===== config.mk =====
export PLATFORM = sky130hd
export DESIGN_NAME = ram_io_timer_edge_irq_unit
export DESIGN_NICKNAME = d
export VERILOG_FILES = /design/src/hw/riot_pkg.sv /design/src/hw/ram_io_timer_edge_irq_unit.sv /design/src/hw/interval_count_unit.sv
export SDC_FILE = /design/constraint.sdc
export NUM_CORES = 1
export LEC_CHECK = 0
export BUFFER_PORTS_ARGS = -buffer_cell sky130_fd_sc_hd__clkbuf_2
export CORE_UTILIZATION = 54
export DETAILED_ROUTE_END_ITERATION = 8
export PLACE_DENSITY = 0.79
export SLEW_MARGIN = 0
export SYNTH_ARGS = -nofsm -noshare
export SYNTH_HDL_FRONTEND = slang
export SYNTH_HIERARCHICAL = 1
export SYNTH_SLANG_ARGS = --single-unit
export TNS_END_PERCENT = 30

===== constraint.sdc =====
create_clock -name clk -period 2.3 [get_ports clk]
set_clock_uncertainty 0.15 [all_clocks]
set_input_delay 0.115 -clock clk [delete_from_list [all_inputs] [get_ports clk]]
set_output_delay 0.115 -clock clk [all_outputs]
set_load 0.005 [all_outputs]

===== src/hw/riot_pkg.sv =====
// Shared constants and bus carrier for the RAM, I/O and timer unit
package riot_pkg;

   // ----------------------------------------------------------------
   // Address line positions
   // ----------------------------------------------------------------
   localparam int A_PORT_LO = 0;     // Port register code, low bit
   localparam int A_EDGE_POL = 0;    // Edge polarity on control write
   localparam int A_EDGE_EN = 1;     // Edge interrupt enable on write
   localparam int A_FLAG_SEL = 0;    // High reads flags, low reads count
   localparam int A_TIMER_SEL = 2;   // High picks timer, low picks ports
   localparam int A_TIMER_IRQ = 3;   // Timer interrupt enable
   localparam int A_TIMER_WR = 4;    // High loads count, low edge control

   // ----------------------------------------------------------------
   // Port register codes on the two low address lines
   // ----------------------------------------------------------------
   localparam logic [1:0] PORT_A_OUT = 2'h0;
   localparam logic [1:0] PORT_A_DIR = 2'h1;
   localparam logic [1:0] PORT_B_OUT = 2'h2;
   localparam logic [1:0] PORT_B_DIR = 2'h3;

   // ----------------------------------------------------------------
   // Prescale codes and their divide masks (1T, 8T, 64T, 1024T)
   // ----------------------------------------------------------------
   localparam logic [1:0] PRE_1T = 2'h0;
   localparam logic [1:0] PRE_8T = 2'h1;
   localparam logic [1:0] PRE_64T = 2'h2;
   localparam logic [1:0] PRE_1024T = 2'h3;
   localparam int PRE_W = 10;        // Prescaler width for 1024T
   localparam logic [PRE_W-1:0] PRE_MASK_1T = 10'h000;
   localparam logic [PRE_W-1:0] PRE_MASK_8T = 10'h007;
   localparam logic [PRE_W-1:0] PRE_MASK_64T = 10'h03f;
   localparam logic [PRE_W-1:0] PRE_MASK_1024T = 10'h3ff;

   // ----------------------------------------------------------------
   // Flag register layout
   // ----------------------------------------------------------------
   localparam int FLAG_TIMER_BIT = 7;
   localparam int FLAG_EDGE_BIT = 6;

   // ----------------------------------------------------------------
   // Reset values
   // ----------------------------------------------------------------
   localparam logic [7:0] PORT_RST = 8'h00;   // All pins inputs
   localparam logic [7:0] COUNT_RST = 8'h00;
   localparam logic EDGE_POL_RST = 1'b0;      // Falling edge
   localparam logic IRQ_EN_RST = 1'b0;

   // ----------------------------------------------------------------
   // Processor bus request, sampled once per clock
   // ----------------------------------------------------------------
   typedef struct packed {
      logic chip_select_high_active;  // Active high select
      logic chip_select_low_active;   // Active low select
      logic memory_space_select;      // Low RAM, high I/O and timer
      logic rw;                       // High read, low write
      logic [6:0] addr;               // Address lines
      logic [7:0] wdata;              // Write data
   } bus_req_s;

endpackage


===== src/hw/ram_io_timer_edge_irq_unit.sv =====
// Bus decode, ports, interval timer control and interrupt flags
`timescale 1ns/1ps
module ram_io_timer_edge_irq_unit
   import riot_pkg::*;
#(
   parameter int DW = 8             // Data and port width
)(
   input wire logic clk,
   input wire logic nrst,
   input wire logic init_in_n,      // Synchronous initialisation
   input wire bus_req_s bus_req,    // Processor bus, one per clock
   output logic [DW-1:0] rdata,     // Read data, valid while rdata_oe
   output logic rdata_oe,           // Data bus drive enable
   output logic ram_select,         // RAM array access this cycle
   input wire logic [DW-1:0] port_a_in,   // Port A pin levels
   output logic [DW-1:0] port_a_out,
   output logic [DW-1:0] port_a_oe, // High drives the pin
   output logic [DW-1:0] port_b_out,
   output logic [DW-1:0] port_b_oe,
   output logic irq_n_out,          // Open-drain level, always low
   output logic irq_n_oe            // High pulls interrupt line low
);

   // ----------------------------------------------------------------
   // Access decode
   // ----------------------------------------------------------------
   logic chip_on;          // Both chip selects active
   logic io_sel;           // I/O and timer section
   logic timer_sel;        // Timer half of section
   logic port_sel;         // Port register half of section
   logic rd;               // Read cycle
   logic wr;               // Write cycle
   logic timer_load;       // Count write
   logic timer_rd;         // Count read
   logic flag_rd;          // Flag register read
   logic edge_wr;          // Edge control write
   logic [1:0] port_code;  // Port register code

   assign chip_on = bus_req.chip_select_high_active
                    && !bus_req.chip_select_low_active;
   // RAM needs the space select low
   assign ram_select = chip_on && !bus_req.memory_space_select;
   // I/O and timer need it high
   assign io_sel = chip_on && bus_req.memory_space_select;
   // Split section on A2
   assign timer_sel = io_sel && bus_req.addr[A_TIMER_SEL];
   assign port_sel = io_sel && !bus_req.addr[A_TIMER_SEL];
   assign rd = bus_req.rw;
   assign wr = !bus_req.rw;
   assign port_code = bus_req.addr[A_PORT_LO +: 2];

   // Timer section decode
   assign timer_load = timer_sel && wr && bus_req.addr[A_TIMER_WR];
   assign edge_wr = timer_sel && wr && !bus_req.addr[A_TIMER_WR];
   assign timer_rd = timer_sel && rd && !bus_req.addr[A_FLAG_SEL];
   assign flag_rd = timer_sel && rd && bus_req.addr[A_FLAG_SEL];

   // ----------------------------------------------------------------
   // Port registers
   // ----------------------------------------------------------------
   logic [DW-1:0] pa_out_ff, nxt_pa_out;  // Port A output
   logic [DW-1:0] pa_dir_ff, nxt_pa_dir;  // Port A direction
   logic [DW-1:0] pb_out_ff, nxt_pb_out;  // Port B output
   logic [DW-1:0] pb_dir_ff, nxt_pb_dir;  // Port B direction

   // Next port values
   always_comb
   begin
      nxt_pa_out = pa_out_ff;
      nxt_pa_dir = pa_dir_ff;
      nxt_pb_out = pb_out_ff;
      nxt_pb_dir = pb_dir_ff;
      if (!init_in_n)
      begin
         // Every pin back to input
         nxt_pa_out = PORT_RST;
         nxt_pa_dir = PORT_RST;
         nxt_pb_out = PORT_RST;
         nxt_pb_dir = PORT_RST;
      end
      else if (port_sel && wr)
      begin
         // Register chosen by A1 A0
         unique case (port_code)
            PORT_A_OUT: nxt_pa_out = bus_req.wdata;
            PORT_A_DIR: nxt_pa_dir = bus_req.wdata;
            PORT_B_OUT: nxt_pb_out = bus_req.wdata;
            PORT_B_DIR: nxt_pb_dir = bus_req.wdata;
         endcase
      end
   end

   // Register port state
   always_ff @(posedge clk or negedge nrst)
   begin
      if (!nrst)
      begin
         pa_out_ff <= PORT_RST;
         pa_dir_ff <= PORT_RST;
         pb_out_ff <= PORT_RST;
         pb_dir_ff <= PORT_RST;
      end
      else
      begin
         pa_out_ff <= nxt_pa_out;
         pa_dir_ff <= nxt_pa_dir;
         pb_out_ff <= nxt_pb_out;
         pb_dir_ff <= nxt_pb_dir;
      end
   end

   // Pins follow the registers
   assign port_a_out = pa_out_ff;
   assign port_a_oe = pa_dir_ff;
   assign port_b_out = pb_out_ff;
   assign port_b_oe = pb_dir_ff;

   // ----------------------------------------------------------------
   // Interval timer
   // ----------------------------------------------------------------
   logic [DW-1:0] count;      // Live count
   logic expire;              // Count passed zero this clock
   logic timer_flag_ff;       // Timer expiry flag
   logic nxt_timer_flag;
   logic timer_irq_en_ff;     // Timer drives interrupt
   logic nxt_timer_irq_en;

   // Count and prescale load on timer write
   interval_count_unit #(
      .CW(DW)
   ) u_count (
      .clk(clk),
      .nrst(nrst),
      .load(timer_load),
      .load_value(bus_req.wdata),
      .pre_sel(port_code),
      .fast(timer_flag_ff),   // Divide by one after expiry
      .count(count),
      .expire(expire)
   );

   // Next timer flag and enable
   always_comb
   begin
      nxt_timer_flag = timer_flag_ff;
      nxt_timer_irq_en = timer_irq_en_ff;
      if (!init_in_n)
      begin
         // Interrupt capability off during init
         nxt_timer_irq_en = IRQ_EN_RST;
      end
      else if (timer_load || timer_rd)
      begin
         // Count write or count read sets enable from A3
         nxt_timer_irq_en = bus_req.addr[A_TIMER_IRQ];
      end
      if (timer_load)
      begin
         // Write starts a new interval, flag cleared
         nxt_timer_flag = 1'b0;
      end
      else if (expire)
      begin
         // Set wins over a read in the same clock
         nxt_timer_flag = 1'b1;
      end
      else if (timer_rd)
      begin
         // Read clears the flag
         nxt_timer_flag = 1'b0;
      end
   end

   // Register timer flag and enable
   always_ff @(posedge clk or negedge nrst)
   begin
      if (!nrst)
      begin
         timer_flag_ff <= 1'b0;
         timer_irq_en_ff <= IRQ_EN_RST;
      end
      else
      begin
         timer_flag_ff <= nxt_timer_flag;
         timer_irq_en_ff <= nxt_timer_irq_en;
      end
   end

   // ----------------------------------------------------------------
   // Edge sense on port A top bit
   // ----------------------------------------------------------------
   logic edge_pin;            // Pin level, whatever its direction
   logic pin_prev_ff;         // Level one clock ago
   logic nxt_pin_prev;
   logic edge_pol_ff;         // High rising, low falling
   logic nxt_edge_pol;
   logic edge_irq_en_ff;      // Edge drives interrupt
   logic nxt_edge_irq_en;
   logic edge_flag_ff;        // Edge event flag
   logic nxt_edge_flag;
   logic edge_hit;            // Active transition this clock

   // Pin sensed as input even when driven
   assign edge_pin = port_a_in[DW-1];

   // Active transition for chosen polarity
   assign edge_hit = edge_pol_ff ? (edge_pin && !pin_prev_ff)
                                 : (!edge_pin && pin_prev_ff);

   // Next edge control and flag
   always_comb
   begin
      nxt_pin_prev = edge_pin;
      nxt_edge_pol = edge_pol_ff;
      nxt_edge_irq_en = edge_irq_en_ff;
      nxt_edge_flag = edge_flag_ff;
      if (!init_in_n)
      begin
         // Init: disabled, falling edge
         nxt_edge_pol = EDGE_POL_RST;
         nxt_edge_irq_en = IRQ_EN_RST;
      end
      else if (edge_wr)
      begin
         // Address alone programs it, data ignored
         nxt_edge_irq_en = bus_req.addr[A_EDGE_EN];
         nxt_edge_pol = bus_req.addr[A_EDGE_POL];
      end
      if (edge_hit)
      begin
         // Set even with interrupt disabled, wins over clear
         nxt_edge_flag = 1'b1;
      end
      else if (flag_rd)
      begin
         // Flag register read clears it
         nxt_edge_flag = 1'b0;
      end
   end

   // Register edge state
   always_ff @(posedge clk or negedge nrst)
   begin
      if (!nrst)
      begin
         pin_prev_ff <= 1'b0;
         edge_pol_ff <= EDGE_POL_RST;
         edge_irq_en_ff <= IRQ_EN_RST;
         edge_flag_ff <= 1'b0;
      end
      else
      begin
         pin_prev_ff <= nxt_pin_prev;
         edge_pol_ff <= nxt_edge_pol;
         edge_irq_en_ff <= nxt_edge_irq_en;
         edge_flag_ff <= nxt_edge_flag;
      end
   end

   // ----------------------------------------------------------------
   // Interrupt output
   // ----------------------------------------------------------------
   // Each flag reaches the line only while enabled
   assign irq_n_oe = (timer_flag_ff && timer_irq_en_ff)
                     || (edge_flag_ff && edge_irq_en_ff);
   assign irq_n_out = 1'b0;

   // ----------------------------------------------------------------
   // Read data path
   // ----------------------------------------------------------------
   logic [DW-1:0] rd_mux;          // Selected read value
   logic [DW-1:0] flag_word;       // Flag register image
   logic [DW-1:0] rdata_ff, nxt_rdata;
   logic rdata_oe_ff, nxt_rdata_oe;

   // Two flags only, other bits zero
   always_comb
   begin
      flag_word = '0;
      flag_word[FLAG_TIMER_BIT] = timer_flag_ff;
      flag_word[FLAG_EDGE_BIT] = edge_flag_ff;
   end

   // Pick read source
   always_comb
   begin
      rd_mux = '0;
      if (port_sel)
      begin
         unique case (port_code)
            PORT_A_OUT: rd_mux = port_a_in;   // Port A reads pins
            PORT_A_DIR: rd_mux = pa_dir_ff;
            PORT_B_OUT: rd_mux = pb_out_ff;   // Port B reads register
            PORT_B_DIR: rd_mux = pb_dir_ff;
         endcase
      end
      else if (flag_rd)
      begin
         rd_mux = flag_word;
      end
      else if (timer_rd)
      begin
         rd_mux = count;
      end
   end

   // Capture read data; bus released during init
   always_comb
   begin
      nxt_rdata_oe = init_in_n && io_sel && rd;
      nxt_rdata = nxt_rdata_oe ? rd_mux : rdata_ff;
   end

   // Register read data
   always_ff @(posedge clk or negedge nrst)
   begin
      if (!nrst)
      begin
         rdata_ff <= '0;
         rdata_oe_ff <= 1'b0;
      end
      else
      begin
         rdata_ff <= nxt_rdata;
         rdata_oe_ff <= nxt_rdata_oe;
      end
   end

   assign rdata = rdata_ff;
   assign rdata_oe = rdata_oe_ff;

endmodule // ram_io_timer_edge_irq_unit


===== src/hw/interval_count_unit.sv =====
// Eight-bit interval counter with selectable prescale
`timescale 1ns/1ps
module interval_count_unit
   import riot_pkg::*;
#(
   parameter int CW = 8            // Counter width
)(
   input wire logic clk,
   input wire logic nrst,
   input wire logic load,          // Load count and prescale
   input wire logic [CW-1:0] load_value,
   input wire logic [1:0] pre_sel,
   input wire logic fast,          // Count every clock after expiry
   output logic [CW-1:0] count,
   output logic expire             // Pulse as count passes zero
);

   // ----------------------------------------------------------------
   // State
   // ----------------------------------------------------------------
   logic [CW-1:0] count_ff, nxt_count;     // Interval count
   logic [PRE_W-1:0] pre_ff, nxt_pre;      // Prescale down counter
   logic [PRE_W-1:0] mask_ff, nxt_mask;    // Reload of prescaler
   logic tick;                             // One count interval done
   logic [PRE_W-1:0] sel_mask;             // Mask for requested code

   // Decode prescale code to reload value
   always_comb
   begin
      unique case (pre_sel)
         PRE_1T: sel_mask = PRE_MASK_1T;
         PRE_8T: sel_mask = PRE_MASK_8T;
         PRE_64T: sel_mask = PRE_MASK_64T;
         PRE_1024T: sel_mask = PRE_MASK_1024T;
      endcase
   end

   // Tick at prescale end, or every clock after expiry
   assign tick = fast || (pre_ff == '0);

   // Next count and prescaler
   always_comb
   begin
      nxt_count = count_ff;
      nxt_pre = pre_ff;
      nxt_mask = mask_ff;
      expire = 1'b0;
      if (load)
      begin
         // Fresh interval with the new divide
         nxt_count = load_value;
         nxt_mask = sel_mask;
         nxt_pre = sel_mask;
      end
      else
      begin
         nxt_pre = (pre_ff == '0) ? mask_ff : pre_ff - 1'b1;
         if (tick)
         begin
            // Passing zero wraps to all ones
            nxt_count = count_ff - 1'b1;
            expire = (count_ff == '0) && !fast;
         end
      end
   end

   // Register the counter state
   always_ff @(posedge clk or negedge nrst)
   begin
      if (!nrst)
      begin
         count_ff <= COUNT_RST;
         pre_ff <= PRE_MASK_1T;
         mask_ff <= PRE_MASK_1T;
      end
      else
      begin
         count_ff <= nxt_count;
         pre_ff <= nxt_pre;
         mask_ff <= nxt_mask;
      end
   end

   assign count = count_ff;

endmodule // interval_count_unit


==> reports/results.tsv <==
metric	value	unit
slew_violations	0	
reg2reg_from	u_count/pre_ff[0]	
met2_length	4240	um
rsz0062_at_grt	no	
synthCells	330	
diodes	0	
finalCritPeriodShare	0.942	
tightest_slew	0.705	ns
yosys_warnings	6	
crit_type	reg -> reg	
min_to	edge_flag_ff	
wl_met1	3700	um
dieHeight	81.1	um
synth_edf_count	0	
multi_input_area	0.00153	mm2
setup_viol	0	
async_flop_share	1.00	
numClockSinks	68	
slew_headroom	0.527	
max-clock-path-buffers	2	
hold_violations	0	
synth_nets	363	
cp_slowest_stage_delay	0.56	ns
cts_post_setup_buffers_inserted	0	
required	2.42	ns
path_max_fanout	14	
yosys.area.top_type	dfrtp_1	
ys_top_cells_by_area	dfrtp_1 50%, o21ai_0 5.6%, nand3_1 5.3%, mux4_2 5.3%, a21oi_1 2.4%	
vias	2908	
dieArea	0.00657	mm2
netlist_area	0.00338	mm2
via_per_inst	5.95	
grt_pass1_vias	2742	
port_buffers	70	
holdPathStages	4	
fmax	461	MHz
grt_overflow	0	
boundaryPins	74	
netlist_top_cells_count	68 x dfrtp_1, 38 x o21ai_0, 36 x nand3_1	
syn_to_final_growth	23.1	%
rrSetupSlack	0.13	ns
drc	0	
status	completed	
grtUsageTotal	0.278	
regToRegEndpoint	u_count/count[3]	
final_net_count	442	
cts_buffers	9	
dpl.hpwl	5780	um
arrival	2.29	ns
yosys.cell_count.top_type	dfrtp_1	
hold_class	in -> reg	
power.density	850	mW/mm2
rows	28	
core-area	0.00599	mm2
antenna_found_initial	0	
grt_max_degree	44	
ir_worst_vdd	532	uV
synth_top_flop_cell	dfrtp_1	
layout-drive-gt1-share	0.300	
cp_num_buf_inv	1	
die_x	81.1	um
detail_route.wirelength	8490	um
endpoint_kind	register	
h-tree-depth	3	
cp_slowest_cell	or4_1	
ant_nets	0	
fill_cells	461	
top_layer_used	met4	
total_leakage_power	1.86	nW
regArea	0.00170	mm2
min_period	2.17	ns
grt_first_pass_wirelength	13500	um
cp_top_family	simple AND/OR/NAND/NOR gates	
synth_top_area_share	0.504	
root_buffer	clkbuf_8	
synth-seq-cells	68	
gp_congestion	0.810	
post_drt_wl_per_cell	17.4	um
initial_core_util	0.563	
dr.pass1.iters	5	
avgSynthCellArea	10.2	um2
drt_iter0_markers	263	
fin_setup_tns	0	ns
startpoint_type	register	
cts_tree	built	
clk_pin_slew_worst_paths	0.08	ns
route.met3.wl	347	um
design_area	0.00416	mm2
reg2regPathDepth	6	
placed_area	0.00378	mm2
holdCritStartpoint	bus_req[15]	
crit_chain	inv_1, ha_1, nor2b_1, a31oi_2, or4_1, a31oi_1	
synth_cell_types	48	
yosysSeqAreaShare	0.504	
cap_viol_max_count	0	
clk-insertion-delay-late	0.35	ns
placed cells by master, fill, tap and decap left out, types with 6 or more instances in the layout:
cell	instances
a21oi_1	16
a22oi_1	8
buf_4	10
clkbuf_2	69
clkbuf_8	11
dfrtp_1	68
dlygate4sd3_1	11
inv_1	9
mux4_2	8
nand2_1	21
nand2b_1	6
nand3_1	36
nor2_1	19
nor2b_1	7
o21ai_0	37
o21ai_2	8
how the worst max path moves through the flow:
stage / cells after the start / slack [ns] / startpoint / endpoint
after CTS: 6 / 0.14 / u_count/pre_ff[0] / u_count/count[3]
after detailed placement: 6 / 0.16 / u_count/pre_ff[0] / u_count/count[3]
after global placement: 4 / 0.24 / u_count/pre_ff[7] / u_count/count[3]
after floorplan: 8 / 0.29 / u_count/pre_ff[0] / u_count/count[6]
after global routing: 6 / 0.01 / u_count/pre_ff[0] / u_count/count[3]
final: 6 / 0.13 / u_count/pre_ff[0] / u_count/count[3]
state kept, by name, indices dropped and copies added (netlist names):
| name | count |
|---|---|
| port_a_out | 8 |
| u_count/mask_ff | 3 |
| u_count/pre_ff | 10 |
| port_a_oe | 8 |
| pin_prev_ff | 1 |
| timer_flag_ff | 1 |
| rdata | 8 |
| edge_pol_ff | 1 |
| timer_irq_en_ff | 1 |
| rdata_oe | 1 |
| edge_irq_en_ff | 1 |
| port_b_oe | 8 |
| u_count/count | 8 |
| edge_flag_ff | 1 |
| port_b_out | 8 |
layout make-up:
type,count,area share
sequential,68,0.409
multi-input combinational,230,0.369
timing repair buffer,91,0.129
clock buffer,11,0.0364
clock inverter,5,0.0259
tap,75,0.0226
inverter,9,0.00813
stage by stage:
| step | util | setup WS (ns) | cells | hold WS, ns | total power (W) |
|---|---|---|---|---|---|
| 3_5_place_dp | 0.631 | 0.159 | 462 | -0.0643 | 0.00226 |
| 6_report | 0.694 | 0.132 | 489 | 0.0800 | 0.00353 |
| 3_3_place_gp | 0.631 | 0.241 | 462 | -0.0754 | 0.00222 |
| 4_1_cts | 0.693 | 0.138 | 489 | 0.0359 | 0.00352 |
| 2_1_floorplan | - | 0.286 | 330 | -0.331 | 0.00202 |
| 5_1_grt | 0.694 | 0.0148 | 489 | 0.0922 | 0.00370 |
routing by layer:
| layer | vias to the layer above | GRT usage |
|---|---|---|
| met3 | 17 | 0.0449 |
| met4 | 0 | 0.134 |
| met1 | 1438 | 0.374 |
| met2 | 91 | 0.439 |
| met5 | - | 0 |
| li1 | 1362 | - |
worst min-delay path, stage by stage:
cell      delay (ns)
clkbuf_2        0.16
nand2_1         0.09
o21ai_0         0.08
o211ai_1        0.09
cell families (layout without fill, tap and decap cells):
group                      count (synthesis)  count (layout)  share of synthesized area
adders and majority gates                  3               3                     0.0111
AOI/OAI and AO/OA                         88              88                      0.160
buffers and inverters                     32             116                     0.0434
and+or+nand+nor                          118             118                      0.192
muxes                                     15              15                     0.0756
xor gates and xnor gates                   5               5                     0.0130
other                                      1               1                    0.00111
DFF                                       68              68                      0.504
timing repair:
item	CTS	global route
resized for setup	0	2
hold buffers	11	0
setup endpoints to repair	0	6
endpoints found under the hold margin	44	0
where the power goes:
group          internal, W  switching (W)  leakage, nW  total (W)
clock             0.000783       0.000473        0.130    0.00126
sequential         0.00138       0.000178        0.879    0.00155
combinational     0.000334       0.000387        0.856   0.000721
No activity file was read; power rests on OpenSTA's default activity.
